## src/rtl/wrcm_defs.svh

```systemverilog
// Constants for the wireless receiver communication and mode controller.
// Assumes a 200 MHz system clock; times are given in their own units.
`ifndef WRCM_DEFS_SVH
`define WRCM_DEFS_SVH
`define WRCM_CLK_MHZ 200
`define WRCM_HALF_BIT_US 250
`define WRCM_HALF_BIT_CYC (`WRCM_HALF_BIT_US * `WRCM_CLK_MHZ)
`define WRCM_BIAS_MS 24
`define WRCM_PRIO_MS 35
`define WRCM_STD_MS 235
`define WRCM_DEGLITCH_US 100
`define WRCM_MS_CYC (1000 * `WRCM_CLK_MHZ)
`define WRCM_DEGLITCH_CYC (`WRCM_DEGLITCH_US * `WRCM_CLK_MHZ)
`define WRCM_HDR_RX_POWER 8'h04
`define WRCM_PREAMBLE_BITS 5'd11
`define WRCM_FRAME_BITS 4'd11
`define WRCM_FIXED_LIMIT_MA 12'd400
`define WRCM_MODE_THRESH_MA 12'd300
`define WRCM_TRACK_OFFSET_MA 12'd50
`endif

```

## src/rtl/wrcm_pkg.sv

```systemverilog
// Types shared by the controller files.
// Assumes wrcm_defs.svh for the numeric constants.
package wrcm_pkg;
    typedef enum logic [1:0] {
        WRCM_RECT_DIODE = 2'b00,
        WRCM_RECT_HALF = 2'b01,
        WRCM_RECT_FULL = 2'b10
    } wrcm_rect_e;
    typedef enum logic [2:0] {
        WRCM_TX_IDLE = 3'b000,
        WRCM_TX_PRE = 3'b001,
        WRCM_TX_BYTE = 3'b010,
        WRCM_TX_SUM = 3'b011
    } wrcm_tx_e;
    typedef enum logic [1:0] {
        WRCM_TS_BIAS = 2'b00,
        WRCM_TS_WATCH = 2'b01
    } wrcm_ts_e;
    typedef logic [11:0] wrcm_ma_t;
endpackage

```

## src/rtl/wrcm_buf2.sv

```systemverilog
// Two-entry valid/ready buffer for packet bytes.
// Assumes one clock and a synchronous active-low reset.
`timescale 1ns/1ps
module wrcm_buf2 (
    // Clock and reset
    input wire logic sys_clk,
    input wire logic reset_n,
    // Filling side
    input wire logic in_valid,
    output logic in_ready,
    input wire logic [8:0] in_data,
    // Draining side
    output logic out_valid,
    input wire logic out_ready,
    output logic [8:0] out_data
);
    logic [8:0] slot [0:1];
    logic rd_idx;
    logic wr_idx;
    logic [1:0] count;
    logic push;
    logic pop;

    assign push = in_valid && in_ready;
    assign pop = out_valid && out_ready;
    assign in_ready = (count != 2'd2);
    assign out_valid = (count != 2'd0);
    assign out_data = slot[rd_idx];

    always_ff @(posedge sys_clk) begin
        if (!reset_n) begin
            count <= 2'd0;
            rd_idx <= 1'b0;
            wr_idx <= 1'b0;
        end else begin
            if (push) begin
                wr_idx <= ~wr_idx;
            end
            if (pop) begin
                rd_idx <= ~rd_idx;
            end
            count <= count + {1'b0, push} - {1'b0, pop};
        end
    end

    always_ff @(posedge sys_clk) begin
        if (push) begin
            slot[wr_idx] <= in_data;
        end
    end
endmodule

```

## src/rtl/wrcm_ctrl.sv

```systemverilog
// Communication and mode controller of a wireless power receiver.
// Assumes measured currents in mA and analog comparator levels as
// synchronous inputs; packet bytes arrive over a valid/ready port.
`timescale 1ns/1ps
`include "wrcm_defs.svh"

module wrcm_ctrl #(
    // Timing in clock cycles; a bench may shorten them to save run time
    parameter int HALF_BIT_CYC = `WRCM_HALF_BIT_CYC,
    parameter int MS_CYC = `WRCM_MS_CYC,
    parameter int DEGLITCH_CYC = `WRCM_DEGLITCH_CYC
) (
    // Clock and reset
    input wire logic sys_clk,
    input wire logic reset_n,
    // Packet byte stream; last marks final message byte
    input wire logic pkt_valid,
    output logic pkt_ready,
    input wire logic [7:0] pkt_byte,
    input wire logic pkt_last,
    // Request to send a received power report as next header
    input wire logic power_report,
    // Modulation switches
    output logic mod_switch_a,
    output logic mod_switch_b,
    output logic packet_busy,
    // Current limit
    input wire wrcm_pkg::wrcm_ma_t out_current_ma,
    output wrcm_pkg::wrcm_ma_t comm_limit_ma,
    output logic comm_limit_en,
    // Rectifier control
    input wire logic above_lockout,
    input wire logic above_full_sync_on,
    input wire logic below_full_sync_off,
    output wrcm_pkg::wrcm_rect_e rect_mode,
    // Temperature sense and control pin
    input wire logic ts_hot_cmp,
    input wire logic ts_cold_cmp,
    input wire logic temp_sense_ctl_pin_high_cmp,
    input wire logic priority_period,
    output logic sense_read_strobe,
    output logic temp_sense_ctl_pin_o,
    output logic temp_sense_ctl_pin_oe,
    output logic temp_hot,
    output logic temp_cold,
    output logic ctrl_input
);
    import wrcm_pkg::*;

    // ------------------------------------------------------------
    // Packet byte buffer
    // ------------------------------------------------------------
    logic buf_valid;
    logic buf_ready;
    logic [8:0] buf_data;
    logic [8:0] in_word;
    logic hdr_next;

    // A report request forces the header byte of the next packet
    assign in_word = {pkt_last,
        (hdr_next && power_report) ? `WRCM_HDR_RX_POWER : pkt_byte};

    wrcm_buf2 u_buf (
        .sys_clk(sys_clk),
        .reset_n(reset_n),
        .in_valid(pkt_valid),
        .in_ready(pkt_ready),
        .in_data(in_word),
        .out_valid(buf_valid),
        .out_ready(buf_ready),
        .out_data(buf_data)
    );

    always_ff @(posedge sys_clk) begin
        if (!reset_n) begin
            hdr_next <= 1'b1;
        end else if (pkt_valid && pkt_ready) begin
            hdr_next <= pkt_last;
        end
    end

    // ------------------------------------------------------------
    // Serialiser
    // ------------------------------------------------------------
    function automatic logic [10:0] frame_of(input logic [7:0] b);
        frame_of = {1'b1, ~(^b), b, 1'b0};
    endfunction

    wrcm_tx_e tx_state;
    logic [10:0] shreg;
    logic [4:0] bit_cnt;
    logic [7:0] csum;
    logic half;
    logic [15:0] half_cnt;
    logic half_end;
    logic bit_end;
    logic cur_bit;
    logic mod_level;
    logic last_seen;

    assign half_end = (half_cnt == 16'(HALF_BIT_CYC - 1));
    assign bit_end = half_end && half;
    assign cur_bit = (tx_state == WRCM_TX_PRE) ? 1'b1 : shreg[0];
    assign buf_ready =
        (tx_state == WRCM_TX_BYTE && bit_end &&
         bit_cnt == 5'(`WRCM_FRAME_BITS - 1) && !last_seen) ||
        (tx_state == WRCM_TX_PRE && bit_end &&
         bit_cnt == `WRCM_PREAMBLE_BITS - 5'd1);

    always_ff @(posedge sys_clk) begin
        if (!reset_n || tx_state == WRCM_TX_IDLE) begin
            half_cnt <= 16'h0000;
            half <= 1'b0;
        end else if (half_end) begin
            half_cnt <= 16'h0000;
            half <= ~half;
        end else begin
            half_cnt <= half_cnt + 16'h0001;
        end
    end

    always_ff @(posedge sys_clk) begin
        if (!reset_n) begin
            tx_state <= WRCM_TX_IDLE;
            shreg <= 11'h000;
            bit_cnt <= 5'h00;
            csum <= 8'h00;
            last_seen <= 1'b0;
        end else begin
            case (tx_state)
                WRCM_TX_IDLE: begin
                    if (buf_valid) begin
                        // Hold byte in buffer until preamble ends
                        tx_state <= WRCM_TX_PRE;
                        bit_cnt <= 5'h00;
                        csum <= 8'h00;
                    end
                end
                WRCM_TX_PRE: begin
                    if (bit_end) begin
                        bit_cnt <= bit_cnt + 5'h01;
                        if (bit_cnt == `WRCM_PREAMBLE_BITS - 5'd1) begin
                            tx_state <= WRCM_TX_BYTE;
                            bit_cnt <= 5'h00;
                            shreg <= frame_of(buf_data[7:0]);
                            csum <= buf_data[7:0];
                            last_seen <= buf_data[8];
                        end
                    end
                end
                WRCM_TX_BYTE, WRCM_TX_SUM: begin
                    if (bit_end) begin
                        shreg <= {1'b0, shreg[10:1]};
                        bit_cnt <= bit_cnt + 5'h01;
                        if (bit_cnt == 5'(`WRCM_FRAME_BITS - 1)) begin
                            bit_cnt <= 5'h00;
                            if (tx_state == WRCM_TX_SUM) begin
                                tx_state <= WRCM_TX_IDLE;
                            end else if (last_seen) begin
                                tx_state <= WRCM_TX_SUM;
                                shreg <= frame_of(csum);
                            end else if (buf_valid) begin
                                shreg <= frame_of(buf_data[7:0]);
                                csum <= csum ^ buf_data[7:0];
                                last_seen <= buf_data[8];
                            end else begin
                                // Source underran; close with checksum
                                tx_state <= WRCM_TX_SUM;
                                shreg <= frame_of(csum);
                            end
                        end
                    end
                end
                default: begin
                    tx_state <= WRCM_TX_IDLE;
                end
            endcase
        end
    end

    // Level toggles at every bit start, and mid-bit for a one
    always_ff @(posedge sys_clk) begin
        if (!reset_n) begin
            mod_level <= 1'b0;
        end else if (tx_state == WRCM_TX_IDLE) begin
            // Entering the first bit is that bit's start transition
            mod_level <= buf_valid;
        end else if (tx_state == WRCM_TX_SUM && bit_end &&
                bit_cnt == 5'(`WRCM_FRAME_BITS - 1)) begin
            // Final edge only reopens the switches, so the coil rests idle
            mod_level <= 1'b0;
        end else if (half_end && (half || cur_bit)) begin
            mod_level <= ~mod_level;
        end
    end

    // Both switches share one level, so capacitors sit across the coil
    always_ff @(posedge sys_clk) begin
        if (!reset_n) begin
            mod_switch_a <= 1'b0;
            mod_switch_b <= 1'b0;
        end else begin
            mod_switch_a <= mod_level;
            mod_switch_b <= mod_level;
        end
    end

    assign packet_busy = (tx_state != WRCM_TX_IDLE);

    // ------------------------------------------------------------
    // Communication current limit
    // ------------------------------------------------------------
    always_ff @(posedge sys_clk) begin
        if (!reset_n) begin
            comm_limit_en <= 1'b0;
            comm_limit_ma <= 12'h000;
        end else begin
            comm_limit_en <= packet_busy;
            if (out_current_ma > `WRCM_MODE_THRESH_MA) begin
                comm_limit_ma <= out_current_ma +
                    `WRCM_TRACK_OFFSET_MA;
            end else begin
                comm_limit_ma <= `WRCM_FIXED_LIMIT_MA;
            end
        end
    end

    // ------------------------------------------------------------
    // Rectifier sequencing
    // ------------------------------------------------------------
    always_ff @(posedge sys_clk) begin
        if (!reset_n) begin
            rect_mode <= WRCM_RECT_DIODE;
        end else begin
            case (rect_mode)
                WRCM_RECT_DIODE: begin
                    if (above_lockout) begin
                        rect_mode <= WRCM_RECT_HALF;
                    end
                end
                WRCM_RECT_HALF: begin
                    if (above_full_sync_on) begin
                        rect_mode <= WRCM_RECT_FULL;
                    end
                end
                WRCM_RECT_FULL: begin
                    if (below_full_sync_off) begin
                        rect_mode <= WRCM_RECT_HALF;
                    end
                end
                default: begin
                    rect_mode <= WRCM_RECT_DIODE;
                end
            endcase
        end
    end

    // ------------------------------------------------------------
    // Temperature sense and control window
    // ------------------------------------------------------------
    localparam int BIAS_CYC = `WRCM_BIAS_MS * MS_CYC;
    localparam int PRIO_CYC = `WRCM_PRIO_MS * MS_CYC;
    localparam int STD_CYC = `WRCM_STD_MS * MS_CYC;
    localparam int DGL_CYC = DEGLITCH_CYC;

    wrcm_ts_e ts_state;
    logic [27:0] ts_cnt;
    logic [27:0] watch_len;
    logic [15:0] hot_cnt;
    logic [15:0] cold_cnt;

    assign watch_len = priority_period ? 28'(PRIO_CYC) : 28'(STD_CYC);

    always_ff @(posedge sys_clk) begin
        if (!reset_n) begin
            ts_state <= WRCM_TS_BIAS;
            ts_cnt <= 28'h0000000;
        end else begin
            ts_cnt <= ts_cnt + 28'h0000001;
            case (ts_state)
                WRCM_TS_BIAS: begin
                    if (ts_cnt == 28'(BIAS_CYC - 1)) begin
                        ts_state <= WRCM_TS_WATCH;
                        ts_cnt <= 28'h0000000;
                    end
                end
                WRCM_TS_WATCH: begin
                    if (ts_cnt >= watch_len - 28'h0000001) begin
                        ts_state <= WRCM_TS_BIAS;
                        ts_cnt <= 28'h0000000;
                    end
                end
                default: begin
                    ts_state <= WRCM_TS_BIAS;
                end
            endcase
        end
    end

    // Pin driven high as bias only during the strobe, else released
    assign sense_read_strobe = (ts_state == WRCM_TS_BIAS);
    assign temp_sense_ctl_pin_o = 1'b1;
    assign temp_sense_ctl_pin_oe = sense_read_strobe;

    // Comparator must hold for the deglitch time within the strobe
    always_ff @(posedge sys_clk) begin
        if (!reset_n) begin
            hot_cnt <= 16'h0000;
            cold_cnt <= 16'h0000;
            temp_hot <= 1'b0;
            temp_cold <= 1'b0;
        end else if (sense_read_strobe) begin
            hot_cnt <= ts_hot_cmp ? hot_cnt + 16'h0001 : 16'h0000;
            cold_cnt <= ts_cold_cmp ? cold_cnt + 16'h0001 : 16'h0000;
            // New reading starts clean; a set in the same cycle wins
            if (ts_cnt == 28'h0000000) begin
                temp_hot <= 1'b0;
                temp_cold <= 1'b0;
            end
            if (hot_cnt == 16'(DGL_CYC - 1)) begin
                temp_hot <= 1'b1;
            end
            if (cold_cnt == 16'(DGL_CYC - 1)) begin
                temp_cold <= 1'b1;
            end
        end else begin
            hot_cnt <= 16'h0000;
            cold_cnt <= 16'h0000;
        end
    end

    // Control is latched per window; reloaded from the pin when a new one opens
    always_ff @(posedge sys_clk) begin
        if (!reset_n) begin
            ctrl_input <= 1'b0;
        end else if (ts_state == WRCM_TS_WATCH) begin
            if (ts_cnt == 28'h0000000) begin
                ctrl_input <= temp_sense_ctl_pin_high_cmp;
            end else if (temp_sense_ctl_pin_high_cmp) begin
                ctrl_input <= 1'b1;
            end
        end
    end

    // ------------------------------------------------------------
    // Checks
    // ------------------------------------------------------------
    switches_in_step_a: assert property (@(posedge sys_clk)
        disable iff (!reset_n) mod_switch_a == mod_switch_b)
        else $error("modulation switches differ");
    limit_follows_pkt_a: assert property (@(posedge sys_clk)
        disable iff (!reset_n) packet_busy |=> comm_limit_en)
        else $error("comm limit not applied during packet");
    limit_released_a: assert property (@(posedge sys_clk)
        disable iff (!reset_n) !packet_busy |=> !comm_limit_en)
        else $error("comm limit held after packet");
    fixed_limit_a: assert property (@(posedge sys_clk)
        disable iff (!reset_n) out_current_ma <= `WRCM_MODE_THRESH_MA
        |=> comm_limit_ma == `WRCM_FIXED_LIMIT_MA)
        else $error("fixed limit wrong");
    track_limit_a: assert property (@(posedge sys_clk)
        disable iff (!reset_n) out_current_ma > `WRCM_MODE_THRESH_MA
        |=> comm_limit_ma == $past(out_current_ma) + `WRCM_TRACK_OFFSET_MA)
        else $error("tracking limit wrong");
    no_diode_return_a: assert property (@(posedge sys_clk)
        disable iff (!reset_n) rect_mode != WRCM_RECT_DIODE
        |=> rect_mode != WRCM_RECT_DIODE)
        else $error("rectifier fell back to diode");
    full_exit_a: assert property (@(posedge sys_clk)
        disable iff (!reset_n)
        rect_mode == WRCM_RECT_FULL && below_full_sync_off
        |=> rect_mode == WRCM_RECT_HALF)
        else $error("full sync did not exit");
    pin_released_a: assert property (@(posedge sys_clk)
        disable iff (!reset_n)
        ts_state == WRCM_TS_WATCH
        |-> !sense_read_strobe && !temp_sense_ctl_pin_oe)
        else $error("sense pin driven outside strobe");
    ctrl_detect_a: assert property (@(posedge sys_clk)
        disable iff (!reset_n)
        ts_state == WRCM_TS_WATCH && temp_sense_ctl_pin_high_cmp |=> ctrl_input)
        else $error("control input missed");
    odd_parity_a: assert property (@(posedge sys_clk)
        disable iff (!reset_n)
        tx_state == WRCM_TX_BYTE && bit_cnt == 5'h00 && half_cnt == 16'h0000
        && !half |-> ^shreg[9:1] == 1'b1 && !shreg[0] && shreg[10])
        else $error("byte frame malformed");
    cov_report_c: cover property (@(posedge sys_clk)
        tx_state == WRCM_TX_SUM && bit_end);
    cov_full_sync_c: cover property (@(posedge sys_clk)
        rect_mode == WRCM_RECT_FULL);
    cov_ctrl_c: cover property (@(posedge sys_clk) $rose(ctrl_input));
endmodule

```

## config.mk

```make
export PLATFORM = sky130hd
export DESIGN_NAME = wrcm_ctrl
export DESIGN_NICKNAME = d
export VERILOG_FILES = /design/src/rtl/wrcm_pkg.sv /design/src/rtl/wrcm_buf2.sv /design/src/rtl/wrcm_ctrl.sv
export VERILOG_INCLUDE_DIRS = /design/src /design/src/rtl
export SDC_FILE = /design/constraint.sdc
export NUM_CORES = 1
export LEC_CHECK = 0
export BUFFER_PORTS_ARGS = -buffer_cell sky130_fd_sc_hd__buf_2
export CORE_AREA = 2 2 123 173
export CTS_CLUSTER_DIAMETER = 80
export CTS_CLUSTER_SIZE = 8
export DETAILED_ROUTE_END_ITERATION = 8
export DIE_AREA = 0 0 125 175
export PLACE_DENSITY = 0.52
export SYNTH_ARGS = -nofsm -noshare
export SYNTH_HDL_FRONTEND = slang
export SYNTH_SLANG_ARGS = --single-unit
export TNS_END_PERCENT = 30
```

## constraint.sdc

```tcl
create_clock -name sys_clk -period 3 [get_ports sys_clk]
set_clock_uncertainty 0.05 [all_clocks]
set_input_delay 0.15 -clock sys_clk [delete_from_list [all_inputs] [get_ports sys_clk]]
set_output_delay 0.15 -clock sys_clk [all_outputs]
set_load 0.02 [all_outputs]
```

==> metrics.txt, run 1 <==
cell with the largest stage delay on the worst path dfxtp_1; H-tree levels 4; number of global-route vias before repair 5411; Max VDD drop 385 µV; maximum root-to-sink buffer count 2; setup repair after global routing missed its margin no; x dimension of the die 125 µm; total of buffers placed on input and output ports 55; later-pin clock latency in the skew report 0.42 ns; starting utilization of the core area 0.357; synthesized net count 837; most common cell after layout, fill and taps aside dfxtp_1; drt wl/cell 13.3 µm; register area share after synthesis 0.436; clock slew seen by the registers of the worst setup and hold paths 0.06 ns; Internal Pwr Total 3.92 mW; sum of buffers and inverters on the critical path 1; n_diodes 0; sequential cell area in the final layout 3160 µm²; Filler Cells Inserted 2042; worst path cell trace ha_1 > nand3_1 > nand4b_2 > nor3_1 > nor3b_2 > ha_1 > inv_1 > ha_1 > xnor2_1 > xnor2_1 > and2_1; final setup TNS 0 ns; cell repeated most along the worst path ha_1; portion of total power attributed to sequential cells 0.412; first-pass iteration count of the detailed router 4; worst hold path type in -> reg; end-of-flow core utilization 0.423; commonest cells after routing, fill and taps aside 131 x dfxtp_1, 102 x nor2_1, 66 x xor2_1; first-pass GRT wire length 25600 µm; Sink Count 149; Global Route Usage Sum 0.142; Vias per Instance 4.90; number of antenna violations at the first check in global routing 0; clock share of power 0.387; number of failing setup endpoints in the final timing report 0; synthesis warning total 0; row cnt 62; NumNets Final 916; area growth from synthesis to layout 18.5%; critical path data arrival time 2.95 ns; io pins 57; fin crit period 2.68 ns; # Max-Cap Violations 0; share of synthesized registers carrying an async set or reset 0; actual slew at the worst max-slew pin 0.799 ns; cell leakage power 3.51 nW; portion of total power attributed to combinational logic 0.200; delay of the slowest critical-path stage 0.35 ns; die area 21900 µm²; Initial DRC Count 208; relative slew slack 0.465; Max FO, Critical Path 6; unique cell type count in the Yosys netlist 60; netlist area before placement 7250 µm²; net switching power figure 1.58 mW; Antenna Violating Nets Remaining 0; most instantiated flip-flop cell in the synthesis netlist dfxtp_1; synthesis-stage register bit count 149; critical path type reg -> reg; Power Dens Cells 640 nW/µm²; mean area per synthesized cell 9.31 µm²; number of enable flip-flop cells after synthesis 18; remaining design rule violation count 0; post-route fraction of the period consumed by the critical path 0.895; root buf cell clkbuf_16; Post-Place Cells 1075; TritonCTS clock tree built; max-slew violation count 0; post-layout total power 5.50 mW; multi-input combinational cell area 3880 µm²; Die Y 175 µm; instance count of the mapped netlist 779; via count 5522; Net Sw Frac 0.287; total half-perimeter wirelength after legalization and detailed placement 10800 µm; pin count of the biggest net entering global routing 29; weighted congestion reported at the end of routability-driven placement 0.749; fraction of final layout cells with drive strength greater than 1 0.139; Highest Clock Rate 0.373 GHz; non-filler cells, final 1127; Worst Setup End Kind flop; Non-Filler Cell Area, Final 8590 µm²; global route overflow 0; final WL 15000 µm; outcome complete, no violations; hold violation count in the final report 0; worst path required time 3.26 ns; total placed instance area 7800 µm²; Std-Cell Core Area 20300 µm²; cell class contributing the biggest share of worst-path delay simple AND/OR/NAND/NOR gates; cts bufs inserted 17; kind of launch point of the worst setup path flop
-- through the flow --
| stage | setup WS, ns | hold slack, ns |
|---|---|---|
| 2_1_floorplan | 0.615 | 0.172 |
| 3_3_place_gp | 0.392 | 0.314 |
| 3_5_place_dp | 0.344 | 0.316 |
| 4_1_cts | 0.308 | 0.00814 |
| 5_1_grt | 0.0828 | 0.0247 |
| 6_report | 0.316 | 0.0140 |
-- layout make-up --
cell class,instances,share of cell area
Clock buffer,18,0.0499
Clock inverter,14,0.0186
Inverter,25,0.0109
Multi-Input combinational cell,580,0.451
Sequential cell,149,0.368
Tap cell,256,0.0373
Timing Repair Buffer,85,0.0641
-- worst register-to-register path, cell delays in order, from the launching register on --
cell and delay (ns):
dfxtp_1 0.35, ha_1 0.25, nand3_1 0.17, nand4b_2 0.35
nor3_1 0.30, nor3b_2 0.29, ha_1 0.26, inv_1 0.06
ha_1 0.15, xnor2_1 0.13, xnor2_1 0.08, and2_1 0.15
-- path summary, 6_finish.rpt --
path                            cells after the start  slack (ns)              to        start
worst min-delay path                                3        0.01     ts_state[0]      reset_n
worst max register to register                     11        0.32  u_buf.count[1]  half_cnt[0]
worst min register to register                      1        0.40     half_cnt[0]  half_cnt[0]
worst max-delay path                               11        0.32  u_buf.count[1]  half_cnt[0]
-- timing repair --
action | in CTS | in global routing
gates resized for setup | 0 | 0
hold buffers | 20 | 0
buffers inserted | 0 | 0
setup endpoints to repair | 0 | 0
hold endpoints to repair | 28 | 0
-- power groups by stage --
stage / combinational [mW] / clock [mW] / sequential, mW
CTS: 1.12 / 2.20 / 2.27
global route: 1.23 / 2.28 / 2.29
detailed placement: 1.09 / 0 / 2.31
global placement: 1.10 / 0 / 2.31
finish: 1.10 / 2.13 / 2.27
floorplan: 0.800 / 0 / 2.31
-- metal layers --
metal	wire (µm)	GRT usage	vias to the layer above
met1	6580	0.164	2579
met4	235	0.0505	0
met5	0	0	-
met2	7810	0.258	61
met3	367	0.0291	17
li1	-	-	2865
-- registers in the layout, summed over array words and instances, names as in the netlist, 2 cells and up, named ones only --
name,cells
tx_state,2
half_cnt,16
u_buf.count,2
rect_mode,2
shreg,11
comm_limit_ma,12
csum,8
ts_cnt,28
bit_cnt,5
u_buf.slot,18
hot_cnt,16
cold_cnt,16
-- cells by family (layout without fill, tap and decap cells) --
| family | Yosys count | in the layout | synth area share |
|---|---|---|---|
| flip-flops | 149 | 149 | 0.436 |
| XOR/XNOR | 101 | 101 | 0.122 |
| buffers and inverters | 50 | 142 | 0.0295 |
| other | 1 | 1 | 0.000517 |
| AND/OR/NAND/NOR | 331 | 331 | 0.234 |
| multiplexers | 25 | 25 | 0.0361 |
| AO/OA/AOI/OAI | 96 | 96 | 0.0970 |
| adder cells (fa/ha/maj) | 26 | 26 | 0.0449 |
-- synth_stat cells (2+ instances only) --
cell        n  share of area
nor2_1    102          0.053
inv_1      25          0.013
o211ai_1   10          0.010
ha_1       26          0.045
mux2i_1    16          0.022
or2_2       4         0.0034
buf_2       6         0.0041
o22a_1      7         0.0085
nand3_1    33          0.023
and2_1     19          0.016
o22ai_1     3         0.0026
nor2b_1     9         0.0078
nand2_1    62          0.032
and4_1      5         0.0060
mux2_2      9          0.014
nand2b_1    4         0.0034
and3_1     18          0.016
nor4_1      8         0.0069
a21o_1      5         0.0052
or3_1       8         0.0069
xnor2_1    35          0.042
and4bb_2    2         0.0034
o211a_1     9          0.012
nor3b_1     5         0.0052
a21boi_0    3         0.0031
clkbuf_1   14         0.0072
o21a_1      3         0.0031
nand3b_1    2         0.0021
nor3_1     19          0.013
nand4_1    19          0.016
dfxtp_1   131           0.36
xor2_1     66          0.080
buf_4       5         0.0052
a22oi_1     8         0.0083
edfxtp_1   18          0.075
o21ai_0    16          0.011
a21oi_1    22          0.015
Note: power is estimated with default switching activity, not from simulation.
==> run 2, diff against run 1 <==
- PLACE_DENSITY: 0.52 -> unset
==> metrics.txt, run 2 (same netlist as run 1, synthesis figures left out) <==
final setup TNS 0 ns; Net Sw Frac 0.297; later-pin clock latency in the skew report 0.42 ns; NumNets Final 913; Filler Cells Inserted 2016; source of the worst hold timing path pkt_byte[0]; Global Route Usage Sum 0.138; net switching power figure 1.60 mW; Sink Count 149; Die Y 175 µm; global route overflow 0; fin crit period 2.62 ns; number of failing setup endpoints in the final timing report 0; Max FO, Critical Path 6; kind of launch point of the worst setup path flop; drt wl/cell 13.1 µm; Post-Place Cells 1073; portion of total power attributed to combinational logic 0.201; most common cell after layout, fill and taps aside dfxtp_1; maximum root-to-sink buffer count 2; Initial DRC Count 217; cts bufs inserted 17; Max VDD drop 373 µV; number of antenna violations at the first check in global routing 0; TritonCTS clock tree built; critical path data arrival time 2.88 ns; via count 5528; Vias per Instance 4.92; worst path required time 3.26 ns; final setup margin 0.380 ns; max-slew violation count 0; row cnt 62; die area 21900 µm²; # Max-Cap Violations 0; fraction of final layout cells with drive strength greater than 1 0.139; worst r2r src half_cnt[0]; cell leakage power 3.50 nW; register with the most flip-flops ts_cnt; H-tree levels 4; flip-flop count of the largest register after layout 28; first-pass iteration count of the detailed router 4; pin count of the biggest net entering global routing 37; worst hold path type in -> reg; relative slew slack 0.447; non-filler cells, final 1124; x dimension of the die 125 µm; root buf cell clkbuf_16; critical path type reg -> reg; pre-CTS setup slack 0.405 ns; setup repair after global routing missed its margin no; critical path startpoint half_cnt[0]; remaining design rule violation count 0; total of buffers placed on input and output ports 55; commonest cells after routing, fill and taps aside 131 x dfxtp_1, 102 x nor2_1, 66 x xor2_1; Largest regs ts_cnt (28), u_buf.slot (18); Power Dens Cells 629 nW/µm²; sequential cell area in the final layout 3160 µm²; io pins 57; weighted congestion reported at the end of routability-driven placement 0.791; Post-Route Hold Slack 0.0205 ns; portion of total power attributed to sequential cells 0.422; first-pass GRT wire length 25000 µm; hold violation count in the final report 0; area growth from synthesis to layout 17.8%; multi-input combinational cell area 3880 µm²; post-route fraction of the period consumed by the critical path 0.873; Highest Clock Rate 0.382 GHz; Internal Pwr Total 3.78 mW; post-layout total power 5.37 mW; final WL 14700 µm; number of global-route vias before repair 5334; clock slew seen by the registers of the worst setup and hold paths 0.06 ns; number of gates resized after CTS 0; clock share of power 0.377; n_diodes 0; total half-perimeter wirelength after legalization and detailed placement 10400 µm; Std-Cell Core Area 20300 µm²; Worst Setup End Kind flop; outcome complete, no violations; Antenna Violating Nets Remaining 0; actual slew at the worst max-slew pin 0.827 ns; starting utilization of the core area 0.357
## run 2: cell count changes in the layout (fill, tap and decap cells not counted), moves of 2 or more
cell,previous run,this run
clkbuf_8,0,4
clkinv_2,5,2
inv_6,1,4
bufinv_16,3,0
buf_4,10,8
## run 2: final cells by class
| class | instances | share of cell area |
|---|---|---|
| sequential | 149 | 0.370 |
| multi-input combinational | 580 | 0.454 |
| clock inverter | 11 | 0.0102 |
| timing repair buffer | 82 | 0.0615 |
| inverter | 25 | 0.0110 |
| tap | 256 | 0.0375 |
| clock buffer | 21 | 0.0562 |
## run 2: routing by layer
layer  GRT usage  routed length [µm]  up-vias
li1            -                   -     2860
met1       0.159                6580     2572
met2       0.246                7440       81
met3      0.0328                 429       15
met4      0.0528                 243        0
met5           0                   0        -
## run 2: timing repair
action	CTS	global route
hold buffers	19	0
setup buffers	0	0
endpoints found under the hold margin	26	0
endpoints found under the setup margin	0	0
## run 2: critical path: stages (launching register included)
cell	delay, ns
dfxtp_1	0.35
ha_1	0.23
nand3_1	0.14
nand4b_2	0.35
nor3_1	0.30
nor3b_2	0.28
ha_1	0.26
inv_1	0.06
ha_1	0.15
xnor2_1	0.13
xnor2_1	0.07
and2_1	0.15
## run 2: power by group through the flow
stage	sequential, mW	combinational (mW)	clock, mW
floorplan	2.31	0.800	0
global placement	2.31	1.07	0
detailed placement	2.31	1.07	0
CTS	2.27	1.09	2.09
global route	2.29	1.21	2.18
finish	2.27	1.08	2.03
## run 2: path summary, 6_finish.rpt
kind                       to  slack (ns)  cells past startpoint
max            u_buf.count[1]        0.38                     11
min reg2reg       half_cnt[0]        0.40                      1
min          u_buf.slot[0][0]        0.02                      2
max reg2reg    u_buf.count[1]        0.38                     11
## run 2: stage by stage
| stage | area, µm² | util |
|---|---|---|
| final | 8550 | 0.421 |
| after global routing | 8550 | 0.421 |
| after CTS | 8550 | 0.421 |
| after detailed placement | 7790 | 0.383 |
| after global placement | 7790 | 0.383 |
| after floorplan | 7250 | - |
==> run 3, diff against run 2 <==
- CORE_AREA: 2 2 123 173 -> 2 2 145 147
- DIE_AREA: 0 0 125 175 -> 0 0 147 149
- SKIP_CTS_REPAIR_TIMING: unset -> 1
==> metrics.txt, run 3 (same netlist as run 1, synthesis figures left out) <==
TritonCTS clock tree built; most common cell after layout, fill and taps aside dfxtp_1; Non-Filler Cell Area, Final 8590 µm²; x dimension of the die 147 µm; Initial DRC Count 350; Largest regs ts_cnt (28), u_buf.slot (18); total placed instance area 7810 µm²; non-filler cells, final 1140; io pins 57; later-pin clock latency in the skew report 0.43 ns; hold violation count in the final report 4; max-slew violation count 0; Vias per Instance 4.85; cell repeated most along the worst path ha_1; Filler Cells Inserted 2089; remaining design rule violation count 0; n_diodes 0; multi-input combinational cell area 3880 µm²; Die Y 149 µm; final WL 14400 µm; number of global-route vias before repair 5112; weighted congestion reported at the end of routability-driven placement 0.773; delay of the slowest critical-path stage 0.36 ns; Global Route Usage Sum 0.137; first-pass GRT wire length 24200 µm; register with the most flip-flops ts_cnt; fin crit period 2.62 ns; first-pass iteration count of the detailed router 4; NumNets Final 910; total half-perimeter wirelength after legalization and detailed placement 10400 µm; clock slew seen by the registers of the worst setup and hold paths 0.06 ns; critical path type reg -> reg; Post-Route Hold Slack -0.0400 ns; source of the worst hold timing path temp_sense_ctl_pin_high_cmp; total of buffers placed on input and output ports 55; die area 21900 µm²; final setup TNS 0 ns; number of antenna violations at the first check in global routing 0; post-route fraction of the period consumed by the critical path 0.872; drt wl/cell 12.6 µm; cell with the largest stage delay on the worst path dfxtp_1; sum of buffers and inverters on the critical path 1; via count 5533; Worst Setup End Kind flop; cell leakage power 3.50 nW; row cnt 53; worst reg-to-reg path cell count 11; number of failing setup endpoints in the final timing report 0; global route overflow 0; Worst Hold Depth 3; Antenna Violating Nets Remaining 0; worst-case register-to-register setup slack 0.38 ns; Crit Reg-Reg Endpoint u_buf.count[1]; maximum root-to-sink buffer count 2; violations in the final reports hold timing; worst hold path type in -> reg; Max VDD drop 423 µV; setup repair after global routing missed its margin no; worst path cell trace ha_1 > nand3_1 > nand4b_2 > nor3_1 > nor3b_2 > ha_1 > inv_1 > ha_1 > xnor2_1 > xnor2_1 > and2_1; post-layout total power 5.54 mW; hold endpoint ctrl_input; actual slew at the worst max-slew pin 0.795 ns; # Max-Cap Violations 0; Std-Cell Core Area 20600 µm²; H-tree levels 4; relative slew slack 0.468; commonest cells after routing, fill and taps aside 131 x dfxtp_1, 102 x nor2_1, 66 x xor2_1; worst r2r src half_cnt[0]; pin count of the biggest net entering global routing 31; cts bufs inserted 17; fraction of final layout cells with drive strength greater than 1 0.140; Power Dens Cells 645 nW/µm²; critical path data arrival time 2.89 ns; starting utilization of the core area 0.353; Sink Count 149; flip-flop count of the largest register after layout 28; Post-Place Cells 1092; Max FO, Critical Path 6; cell class contributing the biggest share of worst-path delay simple AND/OR/NAND/NOR gates; sequential cell area in the final layout 3160 µm²; outcome finished with violations; Highest Clock Rate 0.382 GHz; area growth from synthesis to layout 18.4%; worst path required time 3.27 ns; root buf cell clkbuf_16; kind of launch point of the worst setup path flop
## run 3: how the worst max path moves through the flow
stage	from	end	slack [ns]	cells past startpoint
6_report	half_cnt[0]	u_buf.count[1]	0.38	11
5_1_grt	half_cnt[0]	u_buf.count[1]	0.19	11
4_1_cts	half_cnt[0]	u_buf.count[1]	0.37	11
3_5_place_dp	half_cnt[0]	u_buf.count[1]	0.38	11
3_3_place_gp	half_cnt[0]	u_buf.count[1]	0.43	11
2_1_floorplan	half_cnt[0]	u_buf.count[1]	0.62	11
## run 3: layer usage
layer / share of wire / GRT usage / up-vias / wire length (µm)
met5: 0 / 0 / - / 0
met4: 0.015 / 0.0567 / 0 / 216
met3: 0.037 / 0.0343 / 17 / 536
met2: 0.45 / 0.218 / 86 / 6500
met1: 0.50 / 0.177 / 2576 / 7150
li1: - / - / 2854 / -
## run 3: metrics by stage
step / util / setup WS (ns)
final: 0.418 / 0.383
after global routing: 0.418 / 0.188
after CTS: 0.410 / 0.375
after detailed placement: 0.380 / 0.382
after global placement: 0.380 / 0.435
after floorplan: - / 0.615
## run 3: area by class of cell
class                      count  area share
clock buffer                  18      0.0511
tap                          275      0.0401
sequential                   149       0.368
inverter                      25      0.0109
timing repair buffer          79      0.0577
multi-input combinational    580       0.451
clock inverter                14      0.0205
## run 3: power breakdown
part	switching, mW	internal, mW	total (mW)
combinational	0.618	0.442	1.06
clock	0.868	1.34	2.21
sequential	0.116	2.15	2.27
## run 3: tightest hold or removal path, stage by stage
cell     delay [ns]
buf_2          0.08
a22oi_1        0.07
nor2b_1        0.10
